`src/rtl/dccr_map.vh`:
```
// Register addresses, field positions and reset values of the comparator bank.
`ifndef DCCR_MAP_VH
`define DCCR_MAP_VH
// ==========================================================================
// Special-function-register addresses
`define DCCR_ADDR_B_CTRL    8'h9A
`define DCCR_ADDR_A_CTRL    8'h9B
`define DCCR_ADDR_A_MODE    8'h9D
// ==========================================================================
// Control register fields
`define DCCR_CTL_ON         7
`define DCCR_CTL_RESULT     6
`define DCCR_CTL_RISE       5
`define DCCR_CTL_FALL       4
`define DCCR_CTL_PHYS_HI    3
`define DCCR_CTL_PHYS_LO    2
`define DCCR_CTL_NHYS_HI    1
`define DCCR_CTL_NHYS_LO    0
`define DCCR_CTL_RESET      8'h00
// ==========================================================================
// Mode register fields
`define DCCR_MD_FIXED       7
`define DCCR_MD_RISE_EN     5
`define DCCR_MD_FALL_EN     4
`define DCCR_MD_SPD_HI      1
`define DCCR_MD_SPD_LO      0
`define DCCR_MD_SPD_RESET   2'h2
`define DCCR_FIELD_RESET    2'h0
`endif

```
`src/rtl/dccr_channel.v`:
```
// One comparator channel: output conditioning, synchroniser and edge flags.
`include "dccr_map.vh"

module dccr_channel
(
  // Clock and reset
  input  wire       clk_i,
  input  wire       rst_n_i,
  // Analog side
  input  wire       raw_i,
  input  wire       on_i,
  // Flag clears from software
  input  wire       clr_rise_i,
  input  wire       clr_fall_i,
  // State
  output wire       result_o,
  output reg        rise_flag_o,
  output reg        fall_flag_o
);

  reg  gated_q;
  reg  sync_q;
  reg  prev_q;
  wire rise_ev;
  wire fall_ev;

  // ==========================================================================
  // Synchroniser
  // The gate is registered first so the raw output is never sampled twice.
  always @(posedge clk_i)
  begin
    if (!rst_n_i)
    begin
      gated_q <= 1'b0;
      sync_q  <= 1'b0;
      prev_q  <= 1'b0;
    end
    else
    begin
      gated_q <= raw_i & on_i;
      sync_q  <= gated_q;
      prev_q  <= sync_q;
    end
  end

  assign result_o = sync_q;
  assign rise_ev  = sync_q & ~prev_q;
  assign fall_ev  = ~sync_q & prev_q;

  // ==========================================================================
  // Sticky edge flags
  // Flags fire regardless of interrupt enables; a set beats a clear.
  always @(posedge clk_i)
  begin
    if (!rst_n_i)
    begin
      rise_flag_o <= 1'b0;
      fall_flag_o <= 1'b0;
    end
    else
    begin
      if (rise_ev)
        rise_flag_o <= 1'b1;
      else if (clr_rise_i)
        rise_flag_o <= 1'b0;
      if (fall_ev)
        fall_flag_o <= 1'b1;
      else if (clr_fall_i)
        fall_flag_o <= 1'b0;
    end
  end

endmodule

```
`src/rtl/dccr_regs.v`:
```
// Control and status registers for two voltage comparators.
// Notes on behaviour
// - Comparator idle until on bit set.
// - Clearing on bit powers comparator down.
// - Spurious flags may appear after setting changes.
// - Bit 6 reads synchronised comparator result.
// - Bit 5 sticky rise flag, software clears.
// - Bit 4 sticky fall flag, software clears.
// - Bits 3-2 select positive hysteresis.
// - Bits 1-0 select negative hysteresis.
// - Mode bit 5 enables rise interrupt.
// - Mode bit 4 enables fall interrupt.
// - Mode bits 1:0 response time, reset 10.
// - Mode bit 7 reads one; 6,3:2 zero.
// - Second control register mirrors the first.
// - Disabled comparator feeds logic zero.
// - Comparator output synchronised to system clock.
// - Flags set regardless of interrupt enables.
// - Interrupt needs flag, enable, source, global.
`include "dccr_map.vh"

module dccr_regs
(
  // Clock and reset
  input  wire       REF_CLK_I,
  input  wire       RST_N_I,
  // Special-function-register access
  input  wire [7:0] SFR_ADDR_I,
  input  wire       SFR_WR_I,
  input  wire       SFR_RD_I,
  input  wire [7:0] SFR_WDATA_I,
  output reg  [7:0] SFR_RDATA_O,
  output wire       SFR_HIT_O,
  // Analog comparators
  input  wire       CMP_A_RAW_I,
  input  wire       CMP_B_RAW_I,
  output wire       CMP_A_ON_O,
  output wire       CMP_B_ON_O,
  output wire [1:0] CMP_A_POS_HYST_O,
  output wire [1:0] CMP_A_NEG_HYST_O,
  output wire [1:0] CMP_B_POS_HYST_O,
  output wire [1:0] CMP_B_NEG_HYST_O,
  output wire [1:0] CMP_A_SPEED_SEL_O,
  // Interrupt controller
  input  wire       CMP_A_SRC_EN_I,
  input  wire       GLOBAL_IRQ_EN_I,
  output wire       CMP_A_IRQ_O
);

  reg        cmp_a_on_bit_q;
  reg        cmp_b_on_bit_q;
  reg  [1:0] cmp_a_pos_hyst_q;
  reg  [1:0] cmp_a_neg_hyst_q;
  reg  [1:0] cmp_b_pos_hyst_q;
  reg  [1:0] cmp_b_neg_hyst_q;
  reg        cmp_a_rise_irq_en_q;
  reg        cmp_a_fall_irq_en_q;
  reg  [1:0] cmp_a_speed_sel_q;
  wire       cmp_a_result_bit;
  wire       cmp_b_result_bit;
  wire       cmp_a_rise_flag;
  wire       cmp_a_fall_flag;
  wire       cmp_b_rise_flag;
  wire       cmp_b_fall_flag;
  wire       wr_a_ctl;
  wire       wr_b_ctl;
  wire       wr_a_md;
  wire       clr_a_rise;
  wire       clr_a_fall;
  wire       clr_b_rise;
  wire       clr_b_fall;

  // ==========================================================================
  // Address decode
  function sel;
    input [7:0] addr;
    input [7:0] target;
    begin
      sel = (addr == target);
    end
  endfunction

  assign wr_a_ctl  = SFR_WR_I & sel(SFR_ADDR_I, `DCCR_ADDR_A_CTRL);
  assign wr_b_ctl  = SFR_WR_I & sel(SFR_ADDR_I, `DCCR_ADDR_B_CTRL);
  assign wr_a_md   = SFR_WR_I & sel(SFR_ADDR_I, `DCCR_ADDR_A_MODE);
  assign SFR_HIT_O = sel(SFR_ADDR_I, `DCCR_ADDR_A_CTRL)
                   | sel(SFR_ADDR_I, `DCCR_ADDR_B_CTRL)
                   | sel(SFR_ADDR_I, `DCCR_ADDR_A_MODE);

  // Writing a one to a flag leaves it alone; only a zero clears it.
  assign clr_a_rise = wr_a_ctl & ~SFR_WDATA_I[`DCCR_CTL_RISE];
  assign clr_a_fall = wr_a_ctl & ~SFR_WDATA_I[`DCCR_CTL_FALL];
  assign clr_b_rise = wr_b_ctl & ~SFR_WDATA_I[`DCCR_CTL_RISE];
  assign clr_b_fall = wr_b_ctl & ~SFR_WDATA_I[`DCCR_CTL_FALL];

  // ==========================================================================
  // Writable fields
  always @(posedge REF_CLK_I)
  begin
    if (!RST_N_I)
    begin
      cmp_a_on_bit_q      <= 1'b0;
      cmp_b_on_bit_q      <= 1'b0;
      cmp_a_pos_hyst_q    <= `DCCR_FIELD_RESET;
      cmp_a_neg_hyst_q    <= `DCCR_FIELD_RESET;
      cmp_b_pos_hyst_q    <= `DCCR_FIELD_RESET;
      cmp_b_neg_hyst_q    <= `DCCR_FIELD_RESET;
      cmp_a_rise_irq_en_q <= 1'b0;
      cmp_a_fall_irq_en_q <= 1'b0;
      cmp_a_speed_sel_q   <= `DCCR_MD_SPD_RESET;
    end
    else
    begin
      if (wr_a_ctl)
      begin
        cmp_a_on_bit_q   <= SFR_WDATA_I[`DCCR_CTL_ON];
        cmp_a_pos_hyst_q <= SFR_WDATA_I[`DCCR_CTL_PHYS_HI:`DCCR_CTL_PHYS_LO];
        cmp_a_neg_hyst_q <= SFR_WDATA_I[`DCCR_CTL_NHYS_HI:`DCCR_CTL_NHYS_LO];
      end
      if (wr_b_ctl)
      begin
        cmp_b_on_bit_q   <= SFR_WDATA_I[`DCCR_CTL_ON];
        cmp_b_pos_hyst_q <= SFR_WDATA_I[`DCCR_CTL_PHYS_HI:`DCCR_CTL_PHYS_LO];
        cmp_b_neg_hyst_q <= SFR_WDATA_I[`DCCR_CTL_NHYS_HI:`DCCR_CTL_NHYS_LO];
      end
      if (wr_a_md)
      begin
        cmp_a_rise_irq_en_q <= SFR_WDATA_I[`DCCR_MD_RISE_EN];
        cmp_a_fall_irq_en_q <= SFR_WDATA_I[`DCCR_MD_FALL_EN];
        cmp_a_speed_sel_q   <= SFR_WDATA_I[`DCCR_MD_SPD_HI:`DCCR_MD_SPD_LO];
      end
    end
  end

  // ==========================================================================
  // Analog controls
  // Settings changes may glitch the comparator and set false flags; the
  // block does not mask them, software must clear the flags afterwards.
  assign CMP_A_ON_O        = cmp_a_on_bit_q;
  assign CMP_B_ON_O        = cmp_b_on_bit_q;
  assign CMP_A_POS_HYST_O  = cmp_a_pos_hyst_q;
  assign CMP_A_NEG_HYST_O  = cmp_a_neg_hyst_q;
  assign CMP_B_POS_HYST_O  = cmp_b_pos_hyst_q;
  assign CMP_B_NEG_HYST_O  = cmp_b_neg_hyst_q;
  assign CMP_A_SPEED_SEL_O = cmp_a_speed_sel_q;

  // ==========================================================================
  // Channels
  dccr_channel u_chan_a
  (
    .clk_i       (REF_CLK_I),
    .rst_n_i     (RST_N_I),
    .raw_i       (CMP_A_RAW_I),
    .on_i        (cmp_a_on_bit_q),
    .clr_rise_i  (clr_a_rise),
    .clr_fall_i  (clr_a_fall),
    .result_o    (cmp_a_result_bit),
    .rise_flag_o (cmp_a_rise_flag),
    .fall_flag_o (cmp_a_fall_flag)
  );

  dccr_channel u_chan_b
  (
    .clk_i       (REF_CLK_I),
    .rst_n_i     (RST_N_I),
    .raw_i       (CMP_B_RAW_I),
    .on_i        (cmp_b_on_bit_q),
    .clr_rise_i  (clr_b_rise),
    .clr_fall_i  (clr_b_fall),
    .result_o    (cmp_b_result_bit),
    .rise_flag_o (cmp_b_rise_flag),
    .fall_flag_o (cmp_b_fall_flag)
  );

  // ==========================================================================
  // Interrupt request
  assign CMP_A_IRQ_O = ((cmp_a_rise_flag & cmp_a_rise_irq_en_q)
                     | (cmp_a_fall_flag & cmp_a_fall_irq_en_q))
                     & CMP_A_SRC_EN_I & GLOBAL_IRQ_EN_I;

  // ==========================================================================
  // Read data
  // Unmapped addresses return zero so another peripheral can share the bus.
  always @(posedge REF_CLK_I)
  begin
    if (!RST_N_I)
      SFR_RDATA_O <= 8'h00;
    else if (SFR_RD_I)
    begin
      case (SFR_ADDR_I)
        `DCCR_ADDR_A_CTRL:
          SFR_RDATA_O <= {cmp_a_on_bit_q, cmp_a_result_bit,
                          cmp_a_rise_flag, cmp_a_fall_flag,
                          cmp_a_pos_hyst_q, cmp_a_neg_hyst_q};
        `DCCR_ADDR_B_CTRL:
          SFR_RDATA_O <= {cmp_b_on_bit_q, cmp_b_result_bit,
                          cmp_b_rise_flag, cmp_b_fall_flag,
                          cmp_b_pos_hyst_q, cmp_b_neg_hyst_q};
        `DCCR_ADDR_A_MODE:
          SFR_RDATA_O <= {1'b1, 1'b0, cmp_a_rise_irq_en_q,
                          cmp_a_fall_irq_en_q, 2'b00, cmp_a_speed_sel_q};
        default:
          SFR_RDATA_O <= 8'h00;
      endcase
    end
  end

endmodule

```
`config.mk`:
```
export PLATFORM = sky130hd
export DESIGN_NAME = dccr_regs
export DESIGN_NICKNAME = d
export VERILOG_FILES = /design/src/rtl/dccr_channel.v /design/src/rtl/dccr_regs.v
export VERILOG_INCLUDE_DIRS = /design/src /design/src/rtl
export SDC_FILE = /design/constraint.sdc
export NUM_CORES = 1
export LEC_CHECK = 0
export ABC_AREA = 1
export BUFFER_PORTS_ARGS = -buffer_cell sky130_fd_sc_hd__buf_2
export CAP_MARGIN = 10
export CORE_UTILIZATION = 35
export DETAILED_ROUTE_END_ITERATION = 10
export PLACE_DENSITY = 0.55
export REMOVE_ABC_BUFFERS = 1
export SLEW_MARGIN = 20
export SYNTH_ARGS = -nofsm -noshare
export SYNTH_HDL_FRONTEND = slang
export SYNTH_SLANG_ARGS = --single-unit
```
`constraint.sdc`:
```
create_clock -name REF_CLK_I -period 1.55 [get_ports REF_CLK_I]
set_clock_uncertainty 0.15 [all_clocks]
set_input_delay 0.0775 -clock REF_CLK_I [delete_from_list [all_inputs] [get_ports REF_CLK_I]]
set_output_delay 0.0775 -clock REF_CLK_I [all_outputs]
set_load 0.05 [all_outputs]
```
==> flow_metrics.py <==
metrics = {
    "pwr": {
        "power_density_nw_per_um2": 826,
        "finalPower_mw": 1.61,
        "leakage_nw": 0.886,
        "ir_drop_mv": 0.486,
    },
    "finish": {
        "antenna_cells": 0,
        "regArea_um2": 641,
        "final_cell_mix": "buf_2, nand2_1, dfxtp_1",
        "nets": 269,
        "area_delta_synth_final_pct": 32.0,
        "drive_gt1_share_pct": 34.6,
        "stdcell_count": 296,
        "layout_commonest_cell": "buf_2",
        "final_area_um2": 1940,
        "multi_input_area_um2": 686,
        "nFillCells": 432,
    },
    "grt": {
        "grtUsageMet1_pct": 21.3,
        "grt_pass1_vias": 1149,
        "grt-busiest-layer": "met2",
        "grt_pass1_wl_um": 5250,
        "antenna_found_initial": 0,
        "grt_use_total_pct": 16.1,
        "met3_usage_pct": 5.65,
        "gr-usage-met2_pct": 24.2,
        "grt_max_degree": 17,
        "grt-ovfl-total": 0,
    },
    "logic_synthesis": {
        "synth_cells": 184,
        "synthDistinctLibCells": 20,
        "synth-seq-area-share_pct": 43.5,
        "synth-seq-cells": 32,
        "syn_area_um2": 1470,
        "syn_avg_cell_area_um2": 8.00,
        "ys_warn_count": 0,
    },
    "route": {
        "drt-vias-per-instance": 4.54,
        "drtIter0Drc": 61,
        "routed_wl_um": 3270,
        "antenna_left": 0,
        "num_vias": 1345,
        "drc": 0,
        "dr.pass1.iters": 4,
        "wl_per_cell_um": 11.1,
    },
    "setup_path": {
        "critPathCaptureType": "primary output",
        "cp_data_required_time_ns": 1.32,
        "critPathMaxFanout": 13,
        "path_class": "input pin to primary output",
        "start_kind": "input pin",
        "arrival_ns": 1.11,
    },
    "timing": {
        "layout_setup_ws_ns": 0.208,
        "finalHoldViolCount": 0,
        "min_period_ns": 1.34,
        "setup-violations-final": 0,
        "max_slew_margin_pct": 82.9,
        "tightest_slew_ns": 0.258,
        "fin_setup_tns_ns": 0,
        "drv_slew": 0,
        "fmax_ghz": 0.745,
        "post-route-period-util_pct": 86.6,
        "rsz0062_at_grt": "false",
    },
    "placement": {
        "place_area_um2": 1740,
        "gp_congestion": 0.736,
        "io_buffers": 44,
        "pre_cts_slack_ns": 0.145,
        "placed_cells": 277,
        "hpwl_um": 2400,
    },
    "flow_run": {
        "max_cap_violations": 0,
    },
    "outcome": {
        "status": "complete, no violations",
    },
    "floorplanning": {
        "coreArea_um2": 4030,
        "die_area_um2": 4470,
        "die_h_um": 66.9,
        "rows": 23,
        "io_pins": 46,
        "start_util_pct": 36.6,
        "die_x_um": 66.9,
    },
    "cts": {
        "h-tree-depth": 2,
        "postCtsSetupBuffers": 0,
        "clkTransAtPathRegs_ns": 0.06,
        "cts_resized": 0,
        "clock_latency_ns": 0.28,
        "cts_root_buf": "clkbuf_8",
        "clock-sinks": 32,
        "cts_tree": "done",
        "cts_buffers": 5,
        "cts_max_path_buffers": 2,
    },
    "hold_path": {
        "hold_class": "input pin to register",
    },
}
## synth_stat cells
library cell | n | area share, %
nand2_1 | 41 | 10
dfxtp_1 | 32 | 44
nand3_1 | 24 | 8.2
inv_1 | 22 | 5.6
a21oi_1 | 16 | 5.4
a21oi_2 | 8 | 4.8
o21ai_2 | 8 | 4.8
o21ai_0 | 4 | 1.4
o21ai_1 | 4 | 1.4
buf_2 | 3 | 1.0
buf_6 | 3 | 2.3
nand3_2 | 3 | 2.0
nor2_1 | 3 | 0.76
inv_2 | 2 | 0.51
nand2_2 | 2 | 0.85
nand2_4 | 2 | 1.5
nor2_4 | 2 | 1.5
nor2_8 | 2 | 2.7
o22ai_1 | 2 | 0.85
buf_4 | 1 | 0.51
## flip-flops by register name, indices dropped and copies added, names as in the netlist
register              flops
u_chan_a.result_o         1
u_chan_a.fall_flag_o      1
CMP_B_NEG_HYST_O          2
u_chan_b.rise_flag_o      1
CMP_A_ON_O                1
u_chan_b.prev_q           1
u_chan_b.result_o         1
u_chan_a.gated_q          1
SFR_RDATA_O               8
u_chan_a.rise_flag_o      1
CMP_A_NEG_HYST_O          2
CMP_A_POS_HYST_O          2
u_chan_b.gated_q          1
cmp_a_fall_irq_en_q       1
u_chan_a.prev_q           1
CMP_B_POS_HYST_O          2
cmp_a_rise_irq_en_q       1
CMP_A_SPEED_SEL_O         2
u_chan_b.fall_flag_o      1
CMP_B_ON_O                1
## final timing paths
| check | startpoint | endpoint | slack, ns | cells after the start |
|---|---|---|---|---|
| min reg2reg | u_chan_b.gated_q$_SDFF_PN0_ | u_chan_b.result_o$_SDFF_PN0_ | 0.26 | 2 |
| max reg2reg | CMP_A_ON_O$_SDFFE_PN0N_ | u_chan_a.gated_q$_SDFF_PN0_ | 0.30 | 3 |
| min | RST_N_I | u_chan_b.gated_q$_SDFF_PN0_ | 0.00004 | 3 |
| max | SFR_ADDR_I[6] | SFR_HIT_O | 0.21 | 8 |
## layout make-up
| cell class | instances | share of cell area, % |
|---|---|---|
| well taps | 50 | 3.22 |
| clock buffers | 8 | 4.63 |
| multi-input cells | 121 | 35.3 |
| flip-flops and latches | 32 | 32.9 |
| inverters | 24 | 4.63 |
| repair buffers | 61 | 19.3 |
## routing by layer
layer	vias up	wire length, µm
met1	584	1550
met2	37	1520
met5	-	0
met4	0	34
li1	720	-
met3	4	174
## critical path, stage by stage
cell and delay, ns:
buf_2 0.09, inv_1 0.04, nand2_1 0.07, nor2_4 0.16, buf_4 0.23, nand2_1 0.09, nand3_1 0.08, buf_2 0.26
## cell families (layout without fill, tap and decap cells)
family                 after synthesis  count (layout)  synth area share, %
AO/OA/AOI/OAI                       42              42                 18.5
AND/OR/NAND/NOR                     79              79                 28.0
flip-flops                          32              32                 43.5
buffers and inverters               31              93                 9.94
## power breakdown
group	internal, mW	total [mW]	switching [mW]	leakage [nW]
Sequential	0.823	0.824	0.000643	0.258
Clock	0.362	0.649	0.287	0.0455
Combinational	0.0580	0.134	0.0758	0.583
## per-stage QoR
stage | hold slack (ns) | util [%]
finish | 0.0000437 | 48.3
global route | 0.0292 | 48.3
global placement | 0.155 | 43.3
detailed placement | 0.152 | 43.3
CTS | 0.00163 | 48.3
floorplan | 0.0116 | -
## what timing repair did
action	4_1_cts	5_1_grt
setup endpoints to repair	0	0
hold buffers	11	0
hold endpoints to repair	28	0
(Power assumes the default switching activity.)
